==> src/core/gptc_regs.vh <==
`ifndef GPTC_REGS_VH
`define GPTC_REGS_VH

// Register byte offsets
`define GPTC_CTRL     12'h000
`define GPTC_COUNT    12'h004
`define GPTC_PRESCALE 12'h008
`define GPTC_PRECNT   12'h00C
`define GPTC_MCTRL    12'h010
`define GPTC_EMCTRL   12'h014
`define GPTC_CCTRL    12'h018
`define GPTC_PWMCTRL  12'h01C
`define GPTC_DMACTRL  12'h020
`define GPTC_STATUS   12'h024
`define GPTC_MASK     12'h028
`define GPTC_MATCH0   12'h040
`define GPTC_CAPT0    12'h050

// Control fields
`define GPTC_CTRL_EN      0
`define GPTC_CTRL_RST     1
`define GPTC_CTRL_CNTMODE 2

// Status layout: bits 3:0 match, bits 7:4 capture
`define GPTC_STAT_W 8

// Reset values
`define GPTC_ZERO32 32'h0000_0000

`endif

==> src/core/gptc_timer.v <==
// The placing of the registers and the APB interface to the registers were chosen for this implementation.
`timescale 1ns/100ps
`default_nettype none
`include "gptc_regs.vh"

module gptc_timer (
  input  wire        clk_in,
  input  wire        rst_in,
  input  wire        psel_in,
  input  wire        penable_in,
  input  wire        pwrite_in,
  input  wire [11:0] paddr_in,
  input  wire [31:0] pwdata_in,
  output reg  [31:0] prdata_out,
  output reg         pready_out,
  output reg         pslverr_out,
  input  wire        count_pin_in,
  input  wire [3:0]  capture_pin_in,
  output reg  [3:0]  match_pin_out,
  output reg  [1:0]  dma_req_out,
  output reg         irq_out
);

  // ------------------------------------------------------------------
  // Registers
  // ------------------------------------------------------------------
  // Map, one 32-bit word per register, byte addresses:
  //   CTRL     enable, hold-in-reset, counter mode
  //   COUNT    main counter, writable while running
  //   PRESCALE terminal value of the prescale counter
  //   PRECNT   prescale counter, read only
  //   MCTRL    three bits per match: stop, reset, interrupt
  //   EMCTRL   two bits per pin action, pin levels read back above them
  //   CCTRL    four bits per capture: rise, fall, interrupt, clear
  //   PWMCTRL  per-channel PWM select and PWM mode enable
  //   DMACTRL  request enables for matches 0 and 1
  //   STATUS   sticky events, write one to clear
  //   MASK     interrupt enables, same layout as STATUS
  //   MATCH0-3 compare values, CAPT0-3 captured counts
  //   Reset values are all zero: counter disabled, pins low, no events
  //   Unused upper bits read as zero and ignore writes
  // Unmapped offsets answer with an error and read back as zero.
  // The count keeps running while software reads it; a read is a snapshot.

  reg  [2:0]   ctrl_r;
  reg  [31:0]  count_r;
  reg  [31:0]  prescale_r;
  reg  [31:0]  precnt_r;
  reg  [11:0]  mctrl_r;    // Per match: stop, reset, irq
  reg  [7:0]   emctrl_r;   // Per match: 2-bit output action
  reg  [15:0]  cctrl_r;    // Per capture: rise, fall, irq, clear
  reg  [3:0]   pwmctrl_r;  // Bits 2:0 channel PWM enable
  reg  [1:0]   dmactrl_r;
  reg  [7:0]   status_r;
  reg  [7:0]   mask_r;
  reg  [31:0]  match_r [0:3];
  reg  [31:0]  capt_r  [0:3];

  // ------------------------------------------------------------------
  // Input synchronisers
  // ------------------------------------------------------------------
  reg  [4:0]   sync1_r;
  reg  [4:0]   sync2_r;
  reg  [4:0]   sync3_r;  // Previous synced level for edge detection

  // First stage feeds only the second stage
  // Third stage only remembers the last synced level; edges are
  // seen two to three clocks after the pin moves
  always @(posedge clk_in or posedge rst_in) begin
    if (rst_in) begin
      sync1_r <= 5'h00;
      sync2_r <= 5'h00;
      sync3_r <= 5'h00;
    end else begin
      sync1_r <= {count_pin_in, capture_pin_in};
      sync2_r <= sync1_r;
      sync3_r <= sync2_r;
    end
  end

  wire [3:0] cap_rise = sync2_r[3:0] & ~sync3_r[3:0];
  wire [3:0] cap_fall = ~sync2_r[3:0] & sync3_r[3:0];
  wire       ext_tick = sync2_r[4] & ~sync3_r[4];

  // ------------------------------------------------------------------
  // Counting clock, matches and captures
  // ------------------------------------------------------------------
  // Timer mode ticks every clock; counter mode ticks on external rising edges only.
  // Edges closer than about one clock apart may merge in the synchroniser,
  // so the external count input must be well below half the clock.
  wire tick = ctrl_r[`GPTC_CTRL_EN] & ~ctrl_r[`GPTC_CTRL_RST] &
              (ctrl_r[`GPTC_CTRL_CNTMODE] ? ext_tick : 1'b1);
  // Prescaler compare: a value of zero makes every counting clock a step
  wire step = tick & (precnt_r == prescale_r);

  reg  [3:0] cap_ev;
  reg  [3:0] cap_clr;
  reg  [3:0] match_hit;
  integer    i;

  // Edge-selected capture events and match detection
  always @* begin
    cap_ev    = 4'h0;
    cap_clr   = 4'h0;
    match_hit = 4'h0;
    for (i = 0; i < 4; i = i + 1) begin
      cap_ev[i]    = (cctrl_r[4*i] & cap_rise[i]) | (cctrl_r[4*i+1] & cap_fall[i]);
      cap_clr[i]   = cap_ev[i] & cctrl_r[4*i+3];
      match_hit[i] = step & (count_r == match_r[i]);
    end
  end

  // Per-channel control bits gathered into one vector per action
  reg  [3:0] stop_sel;
  reg  [3:0] reset_sel;
  reg  [3:0] mirq_sel;
  reg  [3:0] cirq_sel;
  integer    k;

  // Match fields are three bits apart, capture fields four
  always @* begin
    stop_sel  = 4'h0;
    reset_sel = 4'h0;
    mirq_sel  = 4'h0;
    cirq_sel  = 4'h0;
    for (k = 0; k < 4; k = k + 1) begin
      stop_sel[k]  = mctrl_r[3*k];
      reset_sel[k] = mctrl_r[3*k+1];
      mirq_sel[k]  = mctrl_r[3*k+2];
      cirq_sel[k]  = cctrl_r[4*k+2];
    end
  end

  // Match fires on the step that finds the count on the match value
  wire [3:0] stop_hit  = match_hit & stop_sel;
  wire [3:0] reset_hit = match_hit & reset_sel;
  wire [3:0] mirq_hit  = match_hit & mirq_sel;
  wire [3:0] cirq_hit  = cap_ev & cirq_sel;
  // In PWM mode the fourth match ends the cycle.
  // Limitation: a PWM match value above the period never fires, so that
  // channel stays low for the whole cycle.
  wire       pwm_wrap  = pwmctrl_r[3] & match_hit[3];

  // ------------------------------------------------------------------
  // APB slave, zero wait states
  // ------------------------------------------------------------------
  // Writes commit in the access cycle; reads are looked up in the setup cycle
  // so the data is settled by the time pready is sampled
  wire        wr_en = psel_in & penable_in & pwrite_in;
  wire        rd_en = psel_in & ~penable_in & ~pwrite_in;
  reg  [31:0] rd_nxt;
  reg         err_nxt;

  // Read mux; unmapped addresses answer with an error
  // Match and capture banks decode on address bits 3:2
  always @* begin
    rd_nxt  = `GPTC_ZERO32;
    err_nxt = 1'b0;
    case (paddr_in)
      `GPTC_CTRL:     rd_nxt = {29'h0, ctrl_r};
      `GPTC_COUNT:    rd_nxt = count_r;
      `GPTC_PRESCALE: rd_nxt = prescale_r;
      `GPTC_PRECNT:   rd_nxt = precnt_r;
      `GPTC_MCTRL:    rd_nxt = {20'h0, mctrl_r};
      `GPTC_EMCTRL:   rd_nxt = {20'h0, match_pin_out, emctrl_r};
      `GPTC_CCTRL:    rd_nxt = {16'h0, cctrl_r};
      `GPTC_PWMCTRL:  rd_nxt = {28'h0, pwmctrl_r};
      `GPTC_DMACTRL:  rd_nxt = {30'h0, dmactrl_r};
      `GPTC_STATUS:   rd_nxt = {24'h0, status_r};
      `GPTC_MASK:     rd_nxt = {24'h0, mask_r};
      12'h040, 12'h044, 12'h048, 12'h04C: rd_nxt = match_r[paddr_in[3:2]];
      12'h050, 12'h054, 12'h058, 12'h05C: rd_nxt = capt_r[paddr_in[3:2]];
      default:        err_nxt = 1'b1;
    endcase
  end

  // Read data registered in setup phase; pready high in access phase
  always @(posedge clk_in or posedge rst_in) begin
    if (rst_in) begin
      prdata_out  <= `GPTC_ZERO32;
      pready_out  <= 1'b0;
      pslverr_out <= 1'b0;
    end else begin
      pready_out  <= psel_in & ~penable_in;
      pslverr_out <= psel_in & ~penable_in & err_nxt;
      if (rd_en) begin
        prdata_out <= rd_nxt;
      end
    end
  end

  // ------------------------------------------------------------------
  // Configuration registers
  // ------------------------------------------------------------------
  integer ch_cfg;

  // Captured values and the status bits are owned by hardware and are not
  // written here; unmapped writes fall through to the default and are dropped
  always @(posedge clk_in or posedge rst_in) begin
    if (rst_in) begin
      prescale_r <= `GPTC_ZERO32;
      mctrl_r    <= 12'h000;
      emctrl_r   <= 8'h00;
      cctrl_r    <= 16'h0000;
      pwmctrl_r  <= 4'h0;
      dmactrl_r  <= 2'h0;
      mask_r     <= 8'h00;
      for (ch_cfg = 0; ch_cfg < 4; ch_cfg = ch_cfg + 1) begin
        match_r[ch_cfg] <= `GPTC_ZERO32;
      end
    end else if (wr_en) begin
      case (paddr_in)
        `GPTC_PRESCALE: prescale_r <= pwdata_in;
        `GPTC_MCTRL:    mctrl_r    <= pwdata_in[11:0];
        `GPTC_EMCTRL:   emctrl_r   <= pwdata_in[7:0];
        `GPTC_CCTRL:    cctrl_r    <= pwdata_in[15:0];
        `GPTC_PWMCTRL:  pwmctrl_r  <= pwdata_in[3:0];
        `GPTC_DMACTRL:  dmactrl_r  <= pwdata_in[1:0];
        `GPTC_MASK:     mask_r     <= pwdata_in[7:0];
        12'h040, 12'h044, 12'h048, 12'h04C: match_r[paddr_in[3:2]] <= pwdata_in;
        default: ;
      endcase
    end
  end

  // ------------------------------------------------------------------
  // Counter, prescaler and control
  // ------------------------------------------------------------------
  // A stop and a software enable in one cycle: the stop is kept, so software
  // must re-enable after reading the halted count.
  // Priority: hold-in-reset or clearing capture, then a software
  // write of the count, then normal counting
  always @(posedge clk_in or posedge rst_in) begin
    if (rst_in) begin
      ctrl_r   <= 3'h0;
      count_r  <= `GPTC_ZERO32;
      precnt_r <= `GPTC_ZERO32;
    end else begin
      if (wr_en && paddr_in == `GPTC_CTRL) begin
        ctrl_r <= pwdata_in[2:0];
      end
      if (|stop_hit) begin
        ctrl_r[`GPTC_CTRL_EN] <= 1'b0;
      end
      if (ctrl_r[`GPTC_CTRL_RST] || (|cap_clr)) begin
        count_r  <= `GPTC_ZERO32;
        precnt_r <= `GPTC_ZERO32;
      end else if (wr_en && paddr_in == `GPTC_COUNT) begin
        count_r <= pwdata_in;
      end else if (tick) begin
        if (step) begin
          precnt_r <= `GPTC_ZERO32;
          if ((|reset_hit) || pwm_wrap) begin
            count_r <= `GPTC_ZERO32;
          end else if (|stop_hit) begin
            // A halting match leaves the count on the match value
            count_r <= count_r;
          end else begin
            count_r <= count_r + 32'h0000_0001;
          end
        end else begin
          precnt_r <= precnt_r + 32'h0000_0001;
        end
      end
    end
  end

  // ------------------------------------------------------------------
  // Captures, outputs, DMA and interrupt
  // ------------------------------------------------------------------
  // Status write strobe and clear mask
  wire        stat_wr  = wr_en & (paddr_in == `GPTC_STATUS);
  wire [7:0]  stat_clr = stat_wr ? pwdata_in[7:0] : 8'h00;
  integer     ch_cap;
  integer     ch_pin;

  // Status: hardware set wins over write-one-to-clear in the same cycle,
  // so an event landing on the clear write is never lost
  always @(posedge clk_in or posedge rst_in) begin
    if (rst_in) begin
      status_r <= 8'h00;
    end else begin
      status_r <= (status_r & ~stat_clr) | {cirq_hit, mirq_hit};
    end
  end

  // Interrupt is a registered level, one cycle behind status and mask
  always @(posedge clk_in or posedge rst_in) begin
    if (rst_in) begin
      irq_out <= 1'b0;
    end else begin
      irq_out <= |(status_r & mask_r);
    end
  end

  // DMA requests are single-cycle pulses, one per match event
  always @(posedge clk_in or posedge rst_in) begin
    if (rst_in) begin
      dma_req_out <= 2'h0;
    end else begin
      dma_req_out <= match_hit[1:0] & dmactrl_r;
    end
  end

  // Capture registers take the count as it stands before any clear,
  // so a clearing edge still records the width just measured
  always @(posedge clk_in or posedge rst_in) begin
    if (rst_in) begin
      for (ch_cap = 0; ch_cap < 4; ch_cap = ch_cap + 1) begin
        capt_r[ch_cap] <= `GPTC_ZERO32;
      end
    end else begin
      for (ch_cap = 0; ch_cap < 4; ch_cap = ch_cap + 1) begin
        if (cap_ev[ch_cap]) begin
          capt_r[ch_cap] <= count_r;
        end
      end
    end
  end

  // Match pins: PWM channels follow the cycle, others take the match action.
  // The fourth channel never runs PWM because its match sets the period.
  always @(posedge clk_in or posedge rst_in) begin
    if (rst_in) begin
      match_pin_out <= 4'h0;
    end else begin
      for (ch_pin = 0; ch_pin < 4; ch_pin = ch_pin + 1) begin
        if (ch_pin < 3 && pwmctrl_r[3] && pwmctrl_r[ch_pin]) begin
          // PWM: low from cycle start until match, then high
          if (pwm_wrap) begin
            match_pin_out[ch_pin] <= 1'b0;
          end else if (match_hit[ch_pin]) begin
            match_pin_out[ch_pin] <= 1'b1;
          end
        end else if (match_hit[ch_pin]) begin
          case (emctrl_r[2*ch_pin +: 2])
            2'h1:    match_pin_out[ch_pin] <= 1'b0;
            2'h2:    match_pin_out[ch_pin] <= 1'b1;
            2'h3:    match_pin_out[ch_pin] <= ~match_pin_out[ch_pin];
            default: match_pin_out[ch_pin] <= match_pin_out[ch_pin];
          endcase
        end
      end
    end
  end

endmodule // gptc_timer

`default_nettype wire

==> config.mk <==
export PLATFORM = sky130hd
export DESIGN_NAME = gptc_timer
export DESIGN_NICKNAME = d
export VERILOG_FILES = /design/src/core/gptc_timer.v
export VERILOG_INCLUDE_DIRS = /design/src /design/src/core
export SDC_FILE = /design/constraint.sdc
export NUM_CORES = 1
export LEC_CHECK = 0
export ABC_AREA = 1
export BUFFER_PORTS_ARGS = -buffer_cell sky130_fd_sc_hd__buf_2
export CAP_MARGIN = 25
export CORE_ASPECT_RATIO = 0.7
export CORE_MARGIN = 8
export CORE_UTILIZATION = 63
export DETAILED_ROUTE_END_ITERATION = 8
export PLACE_DENSITY = 0.83
export SETUP_SLACK_MARGIN = 0.2
export SYNTH_ARGS = -nofsm -noshare
export SYNTH_HDL_FRONTEND = slang
export SYNTH_SLANG_ARGS = --single-unit
==> constraint.sdc <==
create_clock -name clk_in -period 15.15 [get_ports clk_in]
set_input_delay 0.7575 -clock clk_in [delete_from_list [all_inputs] [get_ports clk_in]]
set_output_delay 0.7575 -clock clk_in [all_outputs]
set_load 0.005 [all_outputs]
==> flow_summary.json, run 1 <==
{
  "yosysSeqAreaShare": 0.477,
  "chipWidth_um": 252,
  "synth_edf_count": 0,
  "final.period_utilization": 0.253,
  "post-route-util": 0.700,
  "rsz0062_at_grt": "no",
  "dp_hpwl_mm": 63.8,
  "dp_cells": 3640,
  "swShare": 0.241,
  "synth.area.top_cells": "dfrtp_1 48%, nand2_1 16%, o21ai_0 8.2%",
  "grt_max_degree": 100,
  "clockBufferDepth": 3,
  "clock-sinks": 469,
  "worstPathMaxFanout": 66,
  "antenna_found_initial": 3,
  "top_usage_layer": "met1",
  "maxSlewViolCount": 0,
  "finalSetupViolations": 0,
  "cellLeakagePower_nw": 13.2,
  "ctsResizeCount": 0,
  "routed_via_density": 6.35,
  "fin_cells": 3726,
  "cts_max_level": 2,
  "gr-usage-met1": 0.558,
  "finalPower_mw": 2.50,
  "drtAntennaViolNets": 0,
  "cts_buffers": 46,
  "synth.top_cell.area_share": 0.477,
  "wire_per_inst_um": 24.0,
  "hold_viol_final": 0,
  "use_met2": 0.518,
  "grtUsageMet3": 0.172,
  "setup.worst_path.end_class": "flop",
  "synth_cell_types": 59,
  "power_frac_clock": 0.455,
  "clk_latency_ns": 0.59,
  "die_y_um": 181,
  "avgSynthCellArea_um2": 7.79,
  "crit_required_ns": 15.61,
  "area_delta_synth_final_pct": 9.44,
  "initial_core_util": 0.640,
  "slew_headroom": 0.287,
  "tns_ns": 0,
  "startpoint_type": "flop",
  "timing.fmax_mhz": 261,
  "tightest_slew_ns": 1.07,
  "pwr-share-seq": 0.503,
  "numPortBuffers": 94,
  "share_comb_of_total_power": 0.042,
  "ys.flop_type": "dfrtp_1",
  "gp_congestion": 1.03,
  "dr.pass1.iters": 6,
  "track_usage": 0.385,
  "cts_setup_buffers": 0,
  "placeableCoreArea_um2": 38400,
  "path_clk_slew_ns": 0.06,
  "finClkSkew_ns": 0.0244,
  "powerDensity_nw_per_um2": 93.1,
  "grt_pass1_wl_mm": 135,
  "max_cap_viol_count": 0,
  "syn_inst": 3157,
  "die_area_um2": 45700,
  "overflow": 0,
  "io_pins": 95,
  "p_switching_mw": 0.604,
  "synth-seq-cells": 469,
  "remaining_drc_errors": 0,
  "drive_gt1_frac": 0.0928,
  "vias": 23654,
  "drtIter0Drc": 3627,
  "crit_type": "reg -> reg",
  "synth_area_um2": 24600,
  "async_flop_share": 1.00,
  "period_minus_slack_ns": 3.83,
  "grt_pass1_vias": 22111,
  "peakVddDrop_v": 0.0000888,
  "syn_nets": 3217,
  "status": "finished clean",
  "wirelength_mm": 89.4,
  "nets": 3226,
  "ys_warn_count": 0,
  "power.internal_mw": 1.90,
  "antenna_cells": 0,
  "rows": 60,
  "synth_largest_area_cell": "dfrtp_1",
  "crit_arrival_ns": 4.30,
  "hold_class": "in -> async",
  "cts_hold_buf": 0,
  "cts_tree": "yes",
  "cts_root_buf": "clkbuf_16"
}
==> cell usage in the layout, fill, tap and decap left out, types with 6 or more instances in the layout <==
master and instances:
o2111ai_1 8, a221oi_1 35, a41oi_1 10, nand2_1 1025, o21ai_1 22, nand3b_1 7
o22ai_1 31, ha_1 6, a22oi_1 43, clkbuf_16 47, o21ai_2 11, dfrtp_1 469
a21oi_1 56, nor2_1 193, nand2_2 11, nor4_1 18, inv_1 223, nor3_1 34
clkbuf_8 8, clkbuf_1 9, xor2_1 137, nor2_2 6, clkinv_2 13, xnor2_1 16
nand4_1 46, o21ai_0 401, buf_2 94, buf_4 31, inv_2 39, nand3_1 76
==> Yosys cell counts, types with 3 or more instances <==
cell	instances
nand2_1	1031
dfrtp_1	469
o21ai_0	401
inv_1	225
nor2_1	195
xor2_1	137
clkbuf_1	106
nand3_1	76
a21oi_1	57
nand4_1	46
a22oi_1	43
buf_2	42
inv_2	38
a221oi_1	35
nor3_1	34
o22ai_1	31
o21ai_1	24
nor4_1	18
xnor2_1	16
buf_1	12
o21ai_2	11
a41oi_1	10
o2111ai_1	8
nand3b_1	7
buf_4	6
ha_1	6
nor2_2	6
buf_6	5
nand2_2	5
a2111oi_0	4
a211oi_1	4
a22o_1	4
a31oi_1	3
and2_1	3
nor2_4	3
==> final timing paths <==
kind	startpoint	to	slack (ns)	cells past startpoint
max	cctrl_r[5]	count_r[23]	11.32	14
min	rst_in	capt_r[50]	0.27	2
max reg2reg	cctrl_r[5]	count_r[23]	11.32	14
min reg2reg	sync1_r[3]	sync2_r[3]	0.34	0
max in group asynchronous	rst_in	sync2_r[4]	12.66	5
min in group clk_in	capture_pin_in[2]	sync1_r[2]	0.29	1
==> power by group through the flow <==
stage | registers (mW) | clock network, mW | logic, mW
detailed placement | 1.28 | 0 | 0.0989
CTS | 1.26 | 1.14 | 0.0997
global placement | 1.28 | 0 | 0.0976
floorplan | 1.28 | 0 | 0.0512
global route | 1.26 | 1.18 | 0.112
finish | 1.26 | 1.14 | 0.106
==> kinds of logic after synthesis <==
group	count (synthesis)	share of synthesized area
AOI/OAI and AO/OA	652	0.153
and+or+nand+nor	1440	0.240
DFF	469	0.477
adders and majority gates	6	0.00305
xor gates and xnor gates	153	0.0545
buffers and inverters	437	0.0719
==> through the flow <==
stage | hold WS [ns] | instance area (um^2) | setup WS, ns
6_report | 0.272 | 26900 | 11.32
4_1_cts | 0.270 | 26800 | 11.41
5_1_grt | 0.280 | 26900 | 11.18
2_1_floorplan | 0.331 | 24600 | 1.31
3_5_place_dp | 0.337 | 25300 | 11.35
3_3_place_gp | 0.337 | 25300 | 11.02
==> metal layers <==
layer,wire length [um],share of wire
met4,2340,0.026
met3,15400,0.17
met5,27,0.00030
met1,36200,0.40
met2,35500,0.40
==> sequential cells by signal, summed over array words and instances, names as in the netlist, 3 cells and up <==
register and count:
capt_r 128, cctrl_r 16, count_r 32, ctrl_r 3, emctrl_r 8, mask_r 8
match_pin_out 4, match_r 128, mctrl_r 12, prdata_out 32, precnt_r 32, prescale_r 32
pwmctrl_r 4, status_r 8, sync1_r 5, sync2_r 5, sync3_r 5
==> area by class of cell <==
type                    count  area, um^2
clock buffers              64        1320
clock inverters            17         135
fillers                  3112       11500
inverters                 264        1000
multi-input cells        2251       11200
flip-flops and latches    469       11700
well taps                 527         659
repair buffers            134         901
==> critical path, cell delays in order (launching register included) <==
cell	delay [ns]
dfrtp_1	0.46
nand2_1	0.09
nor2_1	0.06
a21oi_4	0.10
buf_4	0.66
o21ai_0	0.30
nor4_4	0.20
buf_4	0.30
inv_2	0.07
nor2_2	0.50
o21ai_2	0.22
nand2_4	0.36
inv_4	0.18
nand2_1	0.11
nand2_1	0.05
No activity file was read; power rests on OpenSTA's default activity.
==> run 2: changes to the inputs <==
- clock period: 15.15 -> 3.8 ns (I/O delays scaled with it)
==> run 2 against run 1 <==
- via count increased by 0.93%
- combinational power rose to 4.3 times the previous value
- final cell count is 1.3% higher
- critical path depth rose by 3
- clock power rose to 4.4 times the previous value
- sequential power rose to 4.0 times the previous value
- utilization rose by 1.5 points
- non-clock buffer count increased by 44
- sequential cell count stayed put
- worst hold slack lost 0.27 ns
- fmax is 10% higher
- clock skew down 0.0088 ns
- critical path type unchanged
- critical endpoint is now count_r[25]
- largest cell class unchanged
==> flow_summary.json, run 2 (synthesized netlist as in run 1, its figures left out) <==
{
  "initial_core_util": 0.640,
  "dp_hpwl_mm": 65.0,
  "tightest_slew_ns": 1.10,
  "finalSetupViolations": 0,
  "p_switching_mw": 2.40,
  "cts_buffers": 47,
  "final_area_um2": 27500,
  "dp_cells": 3660,
  "io_pins": 95,
  "drive_gt1_frac": 0.0995,
  "crit_required_ns": 4.25,
  "clk_latency_ns": 0.57,
  "cts_tree": "yes",
  "drtAntennaViolNets": 0,
  "powerDensity_nw_per_um2": 381,
  "min_path_cells": 5,
  "crit_type": "reg -> reg",
  "post-route-util": 0.715,
  "r2r_start": "count_r[30]",
  "rsz0062_at_grt": "no",
  "peakVddDrop_v": 0.000354,
  "gr-usage-met1": 0.566,
  "hold_class": "in -> reg",
  "grt_pass1_vias": 22575,
  "fin_cells": 3776,
  "vias": 23874,
  "grt_pass1_wl_mm": 139,
  "top_usage_layer": "met1",
  "reg_top3": "capt_r x128, match_r x128",
  "cts_root_buf": "clkbuf_16",
  "nFillCells": 3049,
  "routed_via_density": 6.32,
  "placeableCoreArea_um2": 38400,
  "status": "finished clean",
  "startpoint_type": "flop",
  "track_usage": 0.395,
  "swShare": 0.230,
  "remaining_drc_errors": 0,
  "cellLeakagePower_nw": 13.4,
  "worstPathMaxFanout": 31,
  "rows": 60,
  "crit_arrival_ns": 3.93,
  "use_met2": 0.526,
  "power_frac_clock": 0.477,
  "crit_end": "count_r[25]",
  "drtIter0Drc": 3807,
  "finClkSkew_ns": 0.0156,
  "grtUsageMet3": 0.189,
  "r2r_cells": 17,
  "die_area_um2": 45700,
  "timing.fmax_mhz": 287,
  "share_comb_of_total_power": 0.043,
  "numPortBuffers": 94,
  "hold_viol_final": 0,
  "gp_congestion": 1.08,
  "die_y_um": 181,
  "antenna_found_initial": 4,
  "area_delta_synth_final_pct": 11.8,
  "maxSlewViolCount": 0,
  "regToRegEndpoint": "count_r[25]",
  "wire_per_inst_um": 24.2,
  "layout_common_cells": "1025 x nand2_1, 468 x dfrtp_1, 401 x o21ai_0",
  "wirelength_mm": 91.4,
  "layout_commonest_cell": "nand2_1",
  "chipWidth_um": 252,
  "clockBufferDepth": 3,
  "startpoint": "count_r[30]",
  "cts_max_level": 2,
  "setup.worst_path.end_class": "flop",
  "clock-sinks": 469,
  "dr.pass1.iters": 7,
  "slew_headroom": 0.263,
  "place_area_um2": 25500,
  "grt_max_degree": 130,
  "reg2reg_slack_ns": 0.32,
  "path_clk_slew_ns": 0.06,
  "max_cap_viol_count": 0,
  "final.period_utilization": 0.916,
  "overflow": 0,
  "nets": 3271,
  "pwr-share-seq": 0.480,
  "power.internal_mw": 8.05,
  "period_minus_slack_ns": 3.48
}
run 2: changes by cell type in the layout (fill, tap and decap cells not counted), moves of 2 or more:
cell / change
buf_16: -3
clkbuf_16: +2
dlygate4sd3_1: +28
clkbuf_1: -4
clkinv_8: -2
nor2_2: +2
nor2_1: -3
buf_4: +17
buf_12: +3
clkinv_2: -5
diode_2: +4
clkbuf_8: +6
bufinv_16: +4
run 2: worst max-delay path: stages (launching register included):
cell     delay (ns)
dfrtp_1        0.57
inv_2          0.20
nand2_1        0.10
nand2_1        0.06
nor2_1         0.13
nand2_1        0.07
nor2_1         0.27
nand2_1        0.19
nor2_4         0.39
nand3_1        0.14
nand2_1        0.11
inv_2          0.04
nand2_2        0.22
nand3_4        0.15
nand2_4        0.38
inv_4          0.18
nand2_1        0.11
nand2_1        0.06
run 2: how the worst min path moves through the flow:
| stage | from | end | slack, ns |
|---|---|---|---|
| 2_1_floorplan | capture_pin_in[0] | sync1_r[0] | 0.22 |
| 3_3_place_gp | rst_in | capt_r[20] | 0.28 |
| 3_5_place_dp | rst_in | capt_r[84] | 0.28 |
| 4_1_cts | pwdata_in[6] | count_r[6] | 0.0002 |
| 5_1_grt | pwdata_in[29] | match_r[93] | 0.02 |
| 6_report | pwdata_in[29] | count_r[29] | 0.007 |
run 2: power groups by stage:
stage	clock network [mW]	logic [mW]	registers, mW
floorplan	0	0.205	5.11
global placement	0	0.406	5.11
detailed placement	0	0.408	5.11
CTS	4.97	0.433	5.02
global route	5.16	0.475	5.02
finish	4.98	0.451	5.02
run 2: area by class of cell:
| class | count | area, um^2 | share of cell area |
|---|---|---|---|
| Clock inverter | 15 | 206 | 0.00751 |
| Sequential cell | 469 | 11700 | 0.427 |
| Timing Repair Buffer | 178 | 1270 | 0.0463 |
| Inverter | 264 | 997 | 0.0363 |
| Multi-Input combinational cell | 2251 | 11200 | 0.406 |
| Tap cell | 527 | 659 | 0.0240 |
| Clock buffer | 68 | 1440 | 0.0523 |
| Antenna cell | 4 | 10.0 | 0.000364 |
run 2: stage by stage:
stage | TNS [ns] | hold slack [ns] | total power, mW | setup slack (ns)
floorplan | -1285.47 | 0.221 | 5.32 | -2.74
global placement | 0 | 0.275 | 5.52 | 0.135
detailed placement | 0 | 0.275 | 5.52 | 0.107
CTS | 0 | 0.000205 | 10.4 | 0.337
global route | 0 | 0.0177 | 10.7 | 0.249
finish | 0 | 0.00728 | 10.5 | 0.318
run 2: routing by layer:
layer | share of wire | vias up
li1 | - | 10414
met1 | 0.40 | 11416
met2 | 0.39 | 1798
met3 | 0.18 | 246
met4 | 0.029 | 0
met5 | 0 | -
run 2: timing repair:
action / CTS / global route
cloned: 0 / 0
endpoints found under the hold margin: 40 / 0
hold buffers: 28 / 0
setup buffers: 0 / 0
endpoints found under the setup margin: 19 / 20
resized for setup: 1 / 4
